===== src/pkg/scpt_pkg.sv =====
// Shared constants for the sampling clock and timestamp control block
package scpt_pkg;
   localparam int PIN_N = 9;
   // Register offsets
   localparam logic [11:0] REG_NOISE = 12'h02B;
   localparam logic [11:0] REG_DIV = 12'h03D;
   localparam logic [11:0] REG_NDIV = 12'h03E;
   localparam logic [11:0] REG_RST = 12'h05C;
   localparam logic [11:0] REG_CALEN = 12'h05D;
   localparam logic [11:0] REG_CALDONE = 12'h05E;
   localparam logic [11:0] REG_TRIG = 12'h060;
   localparam logic [11:0] REG_MARK = 12'h061;
   localparam logic [11:0] REG_RXDIV = 12'h062;
   localparam logic [11:0] REG_SYSWIN = 12'h063;
   localparam logic [11:0] REG_LOCK = 12'h208;
   localparam int DIV_P_LSB = 4;
   localparam int DIV_V_LSB = 0;
   localparam int TRIG_EN_BIT = 0;
   localparam int TRIG_SRC_BIT = 1;
   localparam int TRIG_MODE_LSB = 2;
   localparam logic [1:0] TRIG_MODE_MARKER = 2'h3;
   localparam int MARK_RECV_BIT = 0;
   localparam int MARK_INS_BIT = 1;
   localparam int PIN_PLLEN = 0;
   localparam int PIN_REFSEL = 1;
   localparam int PIN_PD = 2;
   localparam int PIN_CFG0 = 3;
   localparam int PIN_CFG1 = 4;
   localparam int PIN_MARK = 5;
   localparam int PIN_DIFF = 6;
   localparam int PIN_SE = 7;
   localparam int PIN_SYSREF = 8;
   // Reset values
   localparam logic [7:0] RST_NOISE = 8'h00;
   localparam logic [7:0] RST_DIV = 8'h15;
   localparam logic [7:0] RST_NDIV = 8'h08;
   localparam logic [7:0] RST_PLLRST = 8'h01;
   localparam logic [7:0] RST_CALEN = 8'h00;
   localparam logic [7:0] RST_TRIG = 8'h00;
   localparam logic [7:0] RST_MARK = 8'h00;
   localparam logic [7:0] RST_RXDIV = 8'h04;
   // Timing
   localparam logic [9:0] CAL_CNT = 10'h0FA;
   localparam logic [9:0] LOCK_CNT = 10'h064;
endpackage


===== src/pkg/scpt_if.sv =====
// Link between the clock control device and its configuring host
`timescale 1ns/1ns
interface scpt_if;
   logic [11:0] reg_addr;
   logic [7:0] reg_wdata;
   logic reg_wr;
   logic reg_rd;
   logic [7:0] reg_rdata;
   logic pll_en_pin;
   logic ref_select_pin;
   logic power_down_pin;
   logic [1:0] aux_clock_config_pins;
   modport dev (
      input reg_addr, reg_wdata, reg_wr, reg_rd, pll_en_pin, ref_select_pin,
      input power_down_pin, aux_clock_config_pins,
      output reg_rdata
   );
   modport host (
      output reg_addr, reg_wdata, reg_wr, reg_rd, pll_en_pin, ref_select_pin,
      output power_down_pin, aux_clock_config_pins,
      input reg_rdata
   );
endinterface


===== src/core/scpt_divider.sv =====
// Enable-pulse divider: one pulse every divisor ticks
`timescale 1ns/1ns
module scpt_divider
   import scpt_pkg::*;
(
   input wire logic clk,
   input wire logic resetn,
   input wire logic tick,
   input wire logic [7:0] divisor,
   output logic pulse
);
   logic [7:0] cnt_reg;

   always_ff @(posedge clk or negedge resetn) begin
      if (!resetn) begin
         cnt_reg <= 8'h00;
         pulse <= 1'b0;
      end else begin
         pulse <= 1'b0;
         if (tick) begin
            // Divisor of zero behaves as one
            if (cnt_reg + 8'h01 >= divisor) begin
               cnt_reg <= 8'h00;
               pulse <= 1'b1;
            end else begin
               cnt_reg <= cnt_reg + 8'h01;
            end
         end
      end
   end
endmodule // scpt_divider


===== src/core/scpt_device.sv =====
// Sampling clock, converter PLL sequencing and timestamp path of the converter
// What this block and its host must do
// Retimed marker repeated on trigger when mode 3
// Insertion enable puts marker in sample LSB
// 12-bit word: marker bit 0, data 11:1
// Marker sampled with data, matched latency
// Host enables marker receiver before use
// PLL pin selects PLL; ref select picks reference
// Both pins low: direct differential clock
// Single-ended input unusable without PLL
// Reference forwarded only with PLL; aux copies
// Clock outputs live only with PLL enabled and power-down low
// SerDes clock from sampling clock, divided out
// SYSREF captured by clock, window measured
// Selected clock drives cores and SerDes
// PLL locks when VCO/(V*P*N) equals reference
// Host uses only supported divisor products
// Unsupported rate: disable PLL, direct clock
// Host holds PLL reset while reconfiguring
// Host programs dividers while in reset
// Calibration runs on reset release if enabled
// Done and locked flags readable
// Noise suppression control register
// Trigger output disabled until host enables
// SerDes source gives line rate over divider
// Host polls done and lock before use
`timescale 1ns/1ns
module scpt_device
   import scpt_pkg::*;
(
   input wire logic clk,
   input wire logic resetn,
   scpt_if.dev link,
   input wire logic marker_input,
   input wire logic diff_clk_in,
   input wire logic single_ended_ref_input,
   input wire logic sysref_in,
   input wire logic [11:0] adc_sample,
   output logic [11:0] link_sample,
   output logic link_valid,
   output logic trigger_output,
   output logic ref_clock_lvds_out,
   output logic aux_clock_out_c,
   output logic aux_clock_out_d,
   output logic [7:0] noise_suppress,
   output logic sysref_captured
);
   typedef enum {CAL_IDLE, CAL_RUN, CAL_LOCKING, CAL_READY} scpt_cal_type;

   logic [PIN_N-1:0] raw_pins;
   logic [PIN_N-1:0] s1_reg, s2_reg, s3_reg, pin_reg;
   logic [7:0] div_reg, ndiv_reg, pllrst_reg, calen_reg, trig_reg, mark_reg;
   logic [7:0] rxdiv_reg, syswin_reg, rdata_reg;
   logic [9:0] cnt_reg;
   scpt_cal_type cal_reg;
   logic cal_done_reg, locked_reg, pllrst_prev_reg;
   logic diff_prev_reg, ref_prev_reg, sys_prev_reg;
   logic ref_half_reg, serdes_tgl_reg;
   logic [1:0] ref_quarter_reg;
   logic [7:0] win_cnt_reg;
   logic win_open_reg;
   logic pll_en, ref_sel, pd, ref_clk, ref_rise, diff_rise, sys_rise;
   logic pll_pulse, sample_tick, serdes_pulse;
   logic [7:0] vp_product;

   function automatic logic vp_supported(input logic [7:0] vp);
      case (vp)
         8'h05, 8'h06, 8'h08, 8'h0A, 8'h0C, 8'h10: vp_supported = 1'b1;
         default: vp_supported = 1'b0;
      endcase
   endfunction

   assign raw_pins = {sysref_in, single_ended_ref_input, diff_clk_in, marker_input,
                      link.aux_clock_config_pins, link.power_down_pin,
                      link.ref_select_pin, link.pll_en_pin};

   // Board pins are asynchronous; accept a change once stages two and three agree
   always_ff @(posedge clk or negedge resetn) begin
      if (!resetn) begin
         s1_reg <= 9'h000;
         s2_reg <= 9'h000;
         s3_reg <= 9'h000;
         pin_reg <= 9'h000;
      end else begin
         s1_reg <= raw_pins;
         s2_reg <= s1_reg;
         s3_reg <= s2_reg;
         pin_reg <= (s2_reg & s3_reg) | (pin_reg & (s2_reg | s3_reg));
      end
   end

   assign pll_en = pin_reg[PIN_PLLEN];
   assign ref_sel = pin_reg[PIN_REFSEL];
   assign pd = pin_reg[PIN_PD];
   assign ref_clk = ref_sel ? pin_reg[PIN_SE] : pin_reg[PIN_DIFF];
   assign ref_rise = ref_clk && !ref_prev_reg;
   assign diff_rise = pin_reg[PIN_DIFF] && !diff_prev_reg;
   assign sys_rise = pin_reg[PIN_SYSREF] && !sys_prev_reg;
   assign vp_product = 8'(div_reg[DIV_P_LSB +: 4] * div_reg[DIV_V_LSB +: 4]);

   // Register writes
   always_ff @(posedge clk or negedge resetn) begin
      if (!resetn) begin
         noise_suppress <= RST_NOISE;
         div_reg <= RST_DIV;
         ndiv_reg <= RST_NDIV;
         pllrst_reg <= RST_PLLRST;
         calen_reg <= RST_CALEN;
         trig_reg <= RST_TRIG;
         mark_reg <= RST_MARK;
         rxdiv_reg <= RST_RXDIV;
      end else if (link.reg_wr) begin
         case (link.reg_addr)
            REG_NOISE: noise_suppress <= link.reg_wdata;
            REG_DIV: div_reg <= link.reg_wdata;
            REG_NDIV: ndiv_reg <= link.reg_wdata;
            REG_RST: pllrst_reg <= link.reg_wdata;
            REG_CALEN: calen_reg <= link.reg_wdata;
            REG_TRIG: trig_reg <= link.reg_wdata;
            REG_MARK: mark_reg <= link.reg_wdata;
            REG_RXDIV: rxdiv_reg <= link.reg_wdata;
            default: ;
         endcase
      end
   end

   // Read data one cycle after the strobe; unmapped reads return zero
   always_ff @(posedge clk or negedge resetn) begin
      if (!resetn) begin
         rdata_reg <= 8'h00;
      end else if (link.reg_rd) begin
         case (link.reg_addr)
            REG_NOISE: rdata_reg <= noise_suppress;
            REG_DIV: rdata_reg <= div_reg;
            REG_NDIV: rdata_reg <= ndiv_reg;
            REG_RST: rdata_reg <= pllrst_reg;
            REG_CALEN: rdata_reg <= calen_reg;
            REG_CALDONE: rdata_reg <= {7'h00, cal_done_reg};
            REG_TRIG: rdata_reg <= trig_reg;
            REG_MARK: rdata_reg <= mark_reg;
            REG_RXDIV: rdata_reg <= rxdiv_reg;
            REG_SYSWIN: rdata_reg <= syswin_reg;
            REG_LOCK: rdata_reg <= {7'h00, locked_reg};
            default: rdata_reg <= 8'h00;
         endcase
      end else begin
         rdata_reg <= 8'h00;
      end
   end
   assign link.reg_rdata = rdata_reg;

   // Calibration and lock; any reset of the PLL drops both flags
   always_ff @(posedge clk or negedge resetn) begin
      if (!resetn) begin
         cal_reg <= CAL_IDLE;
         cnt_reg <= 10'h000;
         cal_done_reg <= 1'b0;
         locked_reg <= 1'b0;
         pllrst_prev_reg <= 1'b1;
      end else begin
         pllrst_prev_reg <= pllrst_reg[0];
         if (pllrst_reg[0] || !pll_en) begin
            cal_reg <= CAL_IDLE;
            cal_done_reg <= 1'b0;
            locked_reg <= 1'b0;
         end else begin
            case (cal_reg)
               CAL_IDLE: begin
                  if (pllrst_prev_reg && calen_reg[0]) begin
                     cal_reg <= CAL_RUN;
                     cnt_reg <= CAL_CNT;
                  end
               end
               CAL_RUN: begin
                  if (cnt_reg == 10'h001) begin
                     cal_done_reg <= 1'b1;
                     cnt_reg <= LOCK_CNT;
                     cal_reg <= CAL_LOCKING;
                  end else begin
                     cnt_reg <= cnt_reg - 10'h001;
                  end
               end
               CAL_LOCKING: begin
                  // Unsupported divisor never locks; loop cannot close
                  if (cnt_reg == 10'h001) begin
                     locked_reg <= vp_supported(vp_product) && (ndiv_reg != 8'h00);
                     cal_reg <= CAL_READY;
                  end else begin
                     cnt_reg <= cnt_reg - 10'h001;
                  end
               end
               CAL_READY: ;
               default: cal_reg <= CAL_IDLE;
            endcase
         end
      end
   end

   // VCO modelled by the system clock, divided by V times P
   scpt_divider u_pll_div (
      .clk(clk),
      .resetn(resetn),
      .tick(locked_reg),
      .divisor(vp_product),
      .pulse(pll_pulse)
   );

   // PLL pulse, else direct clock; SE alone gives none
   assign sample_tick = pll_en ? pll_pulse : (!ref_sel && diff_rise);

   // SerDes clock follows the sampling clock, then the receive divider
   scpt_divider u_serdes_div (
      .clk(clk),
      .resetn(resetn),
      .tick(sample_tick),
      .divisor(rxdiv_reg),
      .pulse(serdes_pulse)
   );

   // Marker captured in place of converter bit 0 on the same tick as data
   always_ff @(posedge clk or negedge resetn) begin
      if (!resetn) begin
         link_sample <= 12'h000;
         link_valid <= 1'b0;
      end else begin
         link_valid <= sample_tick;
         if (sample_tick) begin
            if (mark_reg[MARK_INS_BIT] && mark_reg[MARK_RECV_BIT]) begin
               link_sample <= {adc_sample[11:1], pin_reg[PIN_MARK]};
            end else begin
               link_sample <= adc_sample;
            end
         end
      end
   end

   // Trigger output: retimed marker or divided SerDes clock
   always_ff @(posedge clk or negedge resetn) begin
      if (!resetn) begin
         serdes_tgl_reg <= 1'b0;
         trigger_output <= 1'b0;
      end else begin
         if (serdes_pulse) begin
            serdes_tgl_reg <= !serdes_tgl_reg;
         end
         if (!trig_reg[TRIG_EN_BIT]) begin
            trigger_output <= 1'b0;
         end else if (trig_reg[TRIG_SRC_BIT]) begin
            trigger_output <= serdes_tgl_reg;
         end else if (trig_reg[TRIG_MODE_LSB +: 2] == TRIG_MODE_MARKER) begin
            if (sample_tick) begin
               trigger_output <= pin_reg[PIN_MARK] && mark_reg[MARK_RECV_BIT];
            end
         end else begin
            trigger_output <= 1'b0;
         end
      end
   end

   // Reference and auxiliary clock outputs
   always_ff @(posedge clk or negedge resetn) begin
      if (!resetn) begin
         ref_prev_reg <= 1'b0;
         diff_prev_reg <= 1'b0;
         ref_half_reg <= 1'b0;
         ref_quarter_reg <= 2'h0;
         ref_clock_lvds_out <= 1'b0;
         aux_clock_out_c <= 1'b0;
         aux_clock_out_d <= 1'b0;
      end else begin
         ref_prev_reg <= ref_clk;
         diff_prev_reg <= pin_reg[PIN_DIFF];
         if (ref_rise) begin
            ref_half_reg <= !ref_half_reg;
            ref_quarter_reg <= ref_quarter_reg + 2'h1;
         end
         ref_clock_lvds_out <= pll_en && !pd && ref_clk;
         if (pd || !pll_en) begin
            aux_clock_out_c <= 1'b0;
            aux_clock_out_d <= 1'b0;
         end else begin
            case (pin_reg[PIN_CFG1:PIN_CFG0])
               2'h1: aux_clock_out_c <= ref_clk;
               2'h2: aux_clock_out_c <= ref_half_reg;
               2'h3: aux_clock_out_c <= ref_quarter_reg[1];
               default: aux_clock_out_c <= 1'b0;
            endcase
            // Output d only runs while c is enabled and is never divided
            aux_clock_out_d <= (|pin_reg[PIN_CFG1:PIN_CFG0]) && ref_clk;
         end
      end
   end

   // SYSREF: capture on sampling clock; window counts edge to next tick
   always_ff @(posedge clk or negedge resetn) begin
      if (!resetn) begin
         sys_prev_reg <= 1'b0;
         sysref_captured <= 1'b0;
         win_open_reg <= 1'b0;
         win_cnt_reg <= 8'h00;
         syswin_reg <= 8'h00;
      end else begin
         sys_prev_reg <= pin_reg[PIN_SYSREF];
         if (sample_tick) begin
            sysref_captured <= pin_reg[PIN_SYSREF];
         end
         if (sys_rise) begin
            win_open_reg <= 1'b1;
            win_cnt_reg <= 8'h00;
         end else if (win_open_reg) begin
            if (sample_tick) begin
               win_open_reg <= 1'b0;
               syswin_reg <= win_cnt_reg;
            end else if (win_cnt_reg != 8'hFF) begin
               win_cnt_reg <= win_cnt_reg + 8'h01;
            end
         end
      end
   end
endmodule // scpt_device


===== src/flat_wrapper.sv =====
// flat-port wrapper written by rule: the top's interface ports become plain ports
module scpt_device_flat import scpt_pkg::*;
  (clk, resetn, marker_input, diff_clk_in, single_ended_ref_input, sysref_in, adc_sample, link_sample, link_valid, trigger_output, ref_clock_lvds_out, aux_clock_out_c, aux_clock_out_d, noise_suppress, sysref_captured, link_reg_addr, link_reg_wdata, link_reg_wr, link_reg_rd, link_pll_en_pin, link_ref_select_pin, link_power_down_pin, link_aux_clock_config_pins, link_reg_rdata);
  scpt_if link_i ();
  input wire logic clk;
  input wire logic resetn;
  input wire logic marker_input;
  input wire logic diff_clk_in;
  input wire logic single_ended_ref_input;
  input wire logic sysref_in;
  input wire logic [11:0] adc_sample;
  output logic [11:0] link_sample;
  output logic link_valid;
  output logic trigger_output;
  output logic ref_clock_lvds_out;
  output logic aux_clock_out_c;
  output logic aux_clock_out_d;
  output logic [7:0] noise_suppress;
  output logic sysref_captured;
  input wire logic [$bits(link_i.reg_addr)-1:0] link_reg_addr;
  input wire logic [$bits(link_i.reg_wdata)-1:0] link_reg_wdata;
  input wire logic [$bits(link_i.reg_wr)-1:0] link_reg_wr;
  input wire logic [$bits(link_i.reg_rd)-1:0] link_reg_rd;
  input wire logic [$bits(link_i.pll_en_pin)-1:0] link_pll_en_pin;
  input wire logic [$bits(link_i.ref_select_pin)-1:0] link_ref_select_pin;
  input wire logic [$bits(link_i.power_down_pin)-1:0] link_power_down_pin;
  input wire logic [$bits(link_i.aux_clock_config_pins)-1:0] link_aux_clock_config_pins;
  output wire logic [$bits(link_i.reg_rdata)-1:0] link_reg_rdata;
  assign link_i.reg_addr = link_reg_addr;
  assign link_i.reg_wdata = link_reg_wdata;
  assign link_i.reg_wr = link_reg_wr;
  assign link_i.reg_rd = link_reg_rd;
  assign link_i.pll_en_pin = link_pll_en_pin;
  assign link_i.ref_select_pin = link_ref_select_pin;
  assign link_i.power_down_pin = link_power_down_pin;
  assign link_i.aux_clock_config_pins = link_aux_clock_config_pins;
  assign link_reg_rdata = link_i.reg_rdata;
  scpt_device u_core (.clk(clk), .resetn(resetn), .link(link_i), .marker_input(marker_input), .diff_clk_in(diff_clk_in), .single_ended_ref_input(single_ended_ref_input), .sysref_in(sysref_in), .adc_sample(adc_sample), .link_sample(link_sample), .link_valid(link_valid), .trigger_output(trigger_output), .ref_clock_lvds_out(ref_clock_lvds_out), .aux_clock_out_c(aux_clock_out_c), .aux_clock_out_d(aux_clock_out_d), .noise_suppress(noise_suppress), .sysref_captured(sysref_captured));
endmodule

===== config.mk =====
export PLATFORM = sky130hd
export DESIGN_NAME = scpt_device_flat
export DESIGN_NICKNAME = d
export VERILOG_FILES = /design/src/pkg/scpt_pkg.sv /design/src/pkg/scpt_if.sv /design/src/core/scpt_divider.sv /design/src/core/scpt_device.sv /design/src/flat_wrapper.sv
export SDC_FILE = /design/constraint.sdc
export NUM_CORES = 1
export LEC_CHECK = 0
export ABC_CLOCK_PERIOD_IN_PS = 3800
export BUFFER_PORTS_ARGS = -buffer_cell sky130_fd_sc_hd__buf_2
export CAP_MARGIN = 10
export CORE_MARGIN = 2
export CORE_UTILIZATION = 30
export CTS_BUF_LIST = sky130_fd_sc_hd__clkbuf_4
export CTS_CLUSTER_SIZE = 24
export DETAILED_ROUTE_END_ITERATION = 10
export PLACE_DENSITY_LB_ADDON = 0.3
export SLEW_MARGIN = 20
export SYNTH_ARGS = -nofsm -noshare
export SYNTH_HDL_FRONTEND = slang
export SYNTH_SLANG_ARGS = --single-unit

===== constraint.sdc =====
create_clock -name clk -period 3.8 [get_ports clk]
set_clock_uncertainty 0.2 [all_clocks]
set_input_delay 0.57 -clock clk [delete_from_list [all_inputs] [get_ports clk]]
set_output_delay 0.57 -clock clk [all_outputs]
set_load 0.01 [all_outputs]

[After elaboration in Yosys (flattened, before gate mapping)]
Cells that the tools add are included.
Cells by class
  $add $sub $neg: 5
  multiply operators: 1
  divide/modulo/power cells: 0
  magnitude comparators: 2
  eq/ne operators: 34
  shifts and indexed selects: 0
  multiplexer cells: 44
  bitwise operators: 6
  reductions and logical operators: 45
Operators with widths (count)
  $mux W32: 4
  $pmux W32 S4: 1
  $pmux W8 S11: 1
  $eq A12 B7 Y1 const B: 7
  $eq A32 B2 Y1 const B: 2
  $mux W8: 7
  $eq A12 B6 Y1 const B: 3
  $eq A32 B1 Y1 const B: 1
  $logic_not A32 Y1: 1
  $mux W10: 3
  $pmux W10 S3: 1
  $mux W1: 26
  $add A8 B1 Y8 const B: 3
  $eq A8 B4 Y1 const B: 3
  $reduce_and A2 Y1: 10
  $and A9 B9 Y9: 2
  $or A9 B9 Y9: 2
  $eq A8 B3 Y1 const B: 2
  $ge A8 B8 Y1: 2
  $eq A12 B10 Y1 const B: 1
  $logic_and A1 B1 Y1: 11
  $eq A10 B1 Y1 const B: 1
  $reduce_bool A2 Y1: 5
  $sub A10 B1 Y10 const B: 1
  20 further kinds: 37
Word-level totals
  flip-flop bits (word level): 213
  latch bits: 0
  RAM bits: 0
  ROM bits: 0
  input port bits: 45
  output and inout bits: 34
  logic and storage cells: 175
  memories: 0

[Logic depth before layout (Yosys ltp)]
  depth in word-level cells: 11
  mapped depth: 15
  depth with buffers taken out: 15

[By module]
Synthesis repeated with hierarchy kept, for this count alone.
Second synthesis, totals
  cell total of the unflattened synthesis: 739
  area, all modules: 8926.1 sq um
By module, submodules not included
  scpt_device: times used 1, cells each 591, area an instance 7542.2 sq um, seq. area each 4137.7 sq um
  scpt_divider at u_core.u_pll_div: times used 1, cells each 74, area an instance 693.2 sq um, seq. area each 225.2 sq um
  scpt_divider at u_core.u_serdes_div: times used 1, cells each 74, area an instance 690.7 sq um, seq. area each 225.2 sq um

[Worst setup path after synthesis]
OpenSTA, ideal clock, no wires.
  path type: flip-flop to flip-flop
  start: reg u_core.div_reg[4]
  end: reg u_core.u_pll_div.pulse
  setup time: 0.119 ns
  arrival time: 3.782 ns
  required time: 3.481 ns
  slack: -0.301 ns
  stages on the path, launching flop included: 16
  buffers on the path: 0
  period minus slack after synthesis: 4.101 ns
  path through: dfstp_2 -> nand2_1 -> fa_1 -> inv_1 -> fa_1 -> inv_1 -> fa_1 -> nand2b_1 -> a21oi_1 -> xnor2_1 -> ha_1 -> nand4_1 -> nor2_1 -> a211oi_2 -> o21ai_1 -> and2_1
On the way
  word-level cells in the longest chain between the ends: 4
Ends and longest elaborated chain
  from (decl): line scpt_device.sv:52  | logic [7:0] div_reg, ndiv_reg, pllrst_reg, calen_reg, trig_reg, mark_reg;
  from (signal assigned): line scpt_device.sv:115  | REG_DIV: div_reg <= link.reg_wdata;
  $mul A4 B4 Y8: line scpt_device.sv:99  | assign vp_product = 8'(div_reg[DIV_P_LSB +: 4] * div_reg[DIV_V_LSB +: 4]);
  $ge A8 B8 Y1: line scpt_divider.sv:22  | if (cnt_reg + 8'h01 >= divisor) begin
  $mux W1: line scpt_divider.sv:22
  $mux W1: line scpt_divider.sv:20  | if (tick) begin
  to (signal assigned): line scpt_divider.sv:17  | pulse <= 1'b0;
  to (signal assigned): line scpt_divider.sv:19  | pulse <= 1'b0;
  to (signal assigned): line scpt_divider.sv:24  | pulse <= 1'b1;
  to (decl): line scpt_divider.sv:10  | output logic pulse
No other way between the ends.
A chain may end at the register's enable or synchronous reset.

[Worst setup path in the final report]
  start: reg u_core.div_reg[2]
  end: reg u_core.u_pll_div.cnt_reg[5]
On the way
  word-level cells in the longest chain between the ends: 3
Ends and longest elaborated chain
  $mul A4 B4 Y8: line scpt_device.sv:99
  $ge A8 B8 Y1: line scpt_divider.sv:22
  $mux W8: line scpt_divider.sv:22
  to (signal assigned): line scpt_divider.sv:26  | cnt_reg <= cnt_reg + 8'h01;
  to (decl): line scpt_divider.sv:12  | logic [7:0] cnt_reg;
No other way between the ends.

==> results.ini <==
[sta]
relSlewSlack_pct = 36.0
whs_ns = 0.0744
finalSetupViolCount = 9
fin_crit_ns = 3.92
grt_setup_unrepaired = true
fmax_mhz = 255
tightest_slew_ns = 0.951
hold_viol_final = 0
finalWorstSetupSlack_ns = -0.121
tns_ns = -0.788
slew_viol_final = 0
post-route-period-util_pct = 103

[clock_tree]
clkTransAtPathRegs_ns = 0.17
cts_root_buf = clkbuf_4
cts_buffers = 17
cts_max_level = 4
clockBufferDepth = 2
tritoncts = done
cts.sinks = 183
clock_latency_ns = 0.61

[placed_design]
gp_congestion = 0.814
dpl-instance-area_sq_um = 10000
port_buffers = 78
dp_hpwl_mm = 15.5

[final_layout]
num-nets-final = 1004
largest_register_ffs = 12
num-fill-cells = 2959
drive_above_1_share_pct = 26.7
fin_util_pct = 35.5
design_area_sq_um = 10600
syn2layout_area_growth_pct = 16.5

[critical_path]
crit_type = flip-flop to flip-flop
cp_data_required_time_ns = 4.13
r2r-end = u_core.u_pll_div.cnt_reg[5]
cp-end-kind = flip-flop
critPathArrivalTime_ns = 4.25
worstPathMaxFanout = 7
r2r_cells = 16
r2r-start = u_core.div_reg[2]
critical_path.endpoint = u_core.u_pll_div.cnt_reg[5]
cp-start-kind = flip-flop
critPathLaunch = u_core.div_reg[2]
r2r_setup_slack_ns = -0.12

[logic_synthesis]
synthTopCellsByCount = 176 x dfrtp_1, 97 x nand2_1, 62 x mux2_2
yosysMostFrequentCell = dfrtp_1
synth.avg_cell_area_sq_um = 11.4
synthCells = 797
synth_flop_cell = dfrtp_1
synth_top_cell_by_area = dfrtp_1
synthTopCellsByArea = dfrtp_1 49%, mux2_2 7.7%, ha_1 5.2%
netlist_area_sq_um = 9060
synth_top_area_share_pct = 48.6
synth_cell_types = 76
async_reset_ff_share_pct = 100
ys_seq_area_share_pct = 50.6
ys_ff_latch = 183
ys_warn_count = 0
syn_nets = 884
synth_edf_count = 0

[global_routing]
grt_pass1_wl_mm = 35.3
grt_overflow = 0
grt_start_max_net_pins = 91
grt_pass1_vias = 6505
gr-usage-all-layers_pct = 14.3
antenna_found_initial = 2

[pwr]
total_power_mw = 3.69
power.density_nw_per_um2 = 349
ir_drop_mv = 0.211
p_leak_nw = 4.92

[detailed_routing]
drc_errors = 0
num_vias = 6447
dr.first_iter.drc_count = 444
antenna_left = 0
drtPass1Iterations = 5
avgRoutedWirePerCell_um = 16.2
wirelength_mm = 21.4
routed_via_density = 4.88

[floorplan]
rows = 63
core_sq_um = 29700
initial_core_util_pct = 30.5
die_area_sq_um = 31600
fp.dieW_um = 178
die_y_um = 178
top_level_ports = 79

[job]
cap_viol_max_count = 0

[outcome]
violations = setup timing
status = complete, but fails checks

[worst_hold_path]
hold_path.class = input port to flip-flop
hold_depth = 3

## placed cells by master (no fill, tap or decap), drive strengths merged, types with 5 or more instances in the layout
| cell | Yosys | routed |
|---|---|---|
| a22o | 10 | 10 |
| a211oi | 8 | 8 |
| nand2b | 10 | 10 |
| inv | 41 | 50 |
| nand3 | 17 | 17 |
| xnor2 | 19 | 19 |
| mux2 | 78 | 78 |
| xor2 | 6 | 6 |
| nand4 | 8 | 8 |
| o221ai | 6 | 6 |
| clkbuf | 10 | 19 |
| dfstp | 7 | 7 |
| a31oi | 5 | 5 |
| nor2 | 39 | 39 |
| clkinv | 1 | 6 |
| and3 | 11 | 11 |
| nand2 | 99 | 99 |
| o211ai | 6 | 6 |
| nor4 | 6 | 6 |
| nor3 | 12 | 12 |
| ha | 38 | 38 |
| and2 | 18 | 18 |
| dfrtp | 176 | 176 |
| buf | 10 | 99 |
| mux2i | 10 | 10 |
| a21oi | 23 | 23 |
| dlygate4sd3 | 0 | 21 |
| nor2b | 5 | 5 |
| a22oi | 11 | 11 |
| maj3 | 9 | 9 |
| o21ai | 27 | 27 |
## how the worst min path moves through the flow
stage                startpoint                  endpoint  slack [ns]
6_report          adc_sample[0]     u_core.link_sample[0]        0.07
3_3_place_gp   u_core.s1_reg[3]          u_core.s2_reg[3]        0.13
5_1_grt             link_reg_rd  u_core.link.reg_rdata[1]        0.05
3_5_place_dp   u_core.s1_reg[8]          u_core.s2_reg[8]        0.14
4_1_cts           adc_sample[0]     u_core.link_sample[0]        0.02
2_1_floorplan            resetn    u_core.aux_clock_out_c        0.07
## logic make-up after synthesis
logic type / share of synthesized area, %
compound gates: 11.2
flops: 50.6
simple gates: 13.9
xor+xnor: 2.42
fa+ha+maj: 7.12
buf+inv: 3.02
mux: 11.7
## stage by stage
step	setup WS (ns)	std cells
global placement	-0.110	1266
global route	-0.284	1321
CTS	-0.115	1320
finish	-0.121	1321
floorplan	-0.0403	797
detailed placement	-0.130	1266
## worst max-delay path, stage by stage, from the launching register on
cell	delay, ns
dfstp_2	0.57
nand2_2	0.05
fa_1	0.49
inv_1	0.05
fa_1	0.50
inv_1	0.06
fa_2	0.33
nand2b_4	0.15
a21oi_4	0.17
xnor2_2	0.14
ha_1	0.27
nand4_1	0.08
nor2_1	0.05
a211oi_2	0.30
buf_4	0.18
o21ai_4	0.09
o221ai_1	0.18
## where the power goes
part / switching (mW) / internal, mW / total, mW
Sequential: 0.109 / 2.09 / 2.20
Combinational: 0.248 / 0.187 / 0.434
Clock: 0.754 / 0.299 / 1.05
## metal layers
layer  vias up  track usage (%)  wire, um
li1       3099                -         -
met1      3196             19.1      9800
met2       130             23.4     10300
met3        20             3.08       978
met4         2             3.79       233
met5         -                0        11
## final cells by class
type / count / area, sq um / share of cell area, %
Clock inverter: 14 / 130 / 1.23
Tap cell: 390 / 488 / 4.62
Multi-Input combinational cell: 552 / 4280 / 40.5
Inverter: 42 / 158 / 1.49
Antenna cell: 1 / 2.50 / 0.0237
Timing Repair Buffer: 121 / 774 / 7.34
Clock buffer: 18 / 135 / 1.28
Sequential cell: 183 / 4590 / 43.5
## what timing repair did
action,CTS,global route
hold endpoints to repair,101,0
setup buffers,1,0
setup endpoints to repair,9,9
pin swaps,10,5
resized for setup,4,6
hold buffers,21,0
Power figures use the tool's default switching activity.
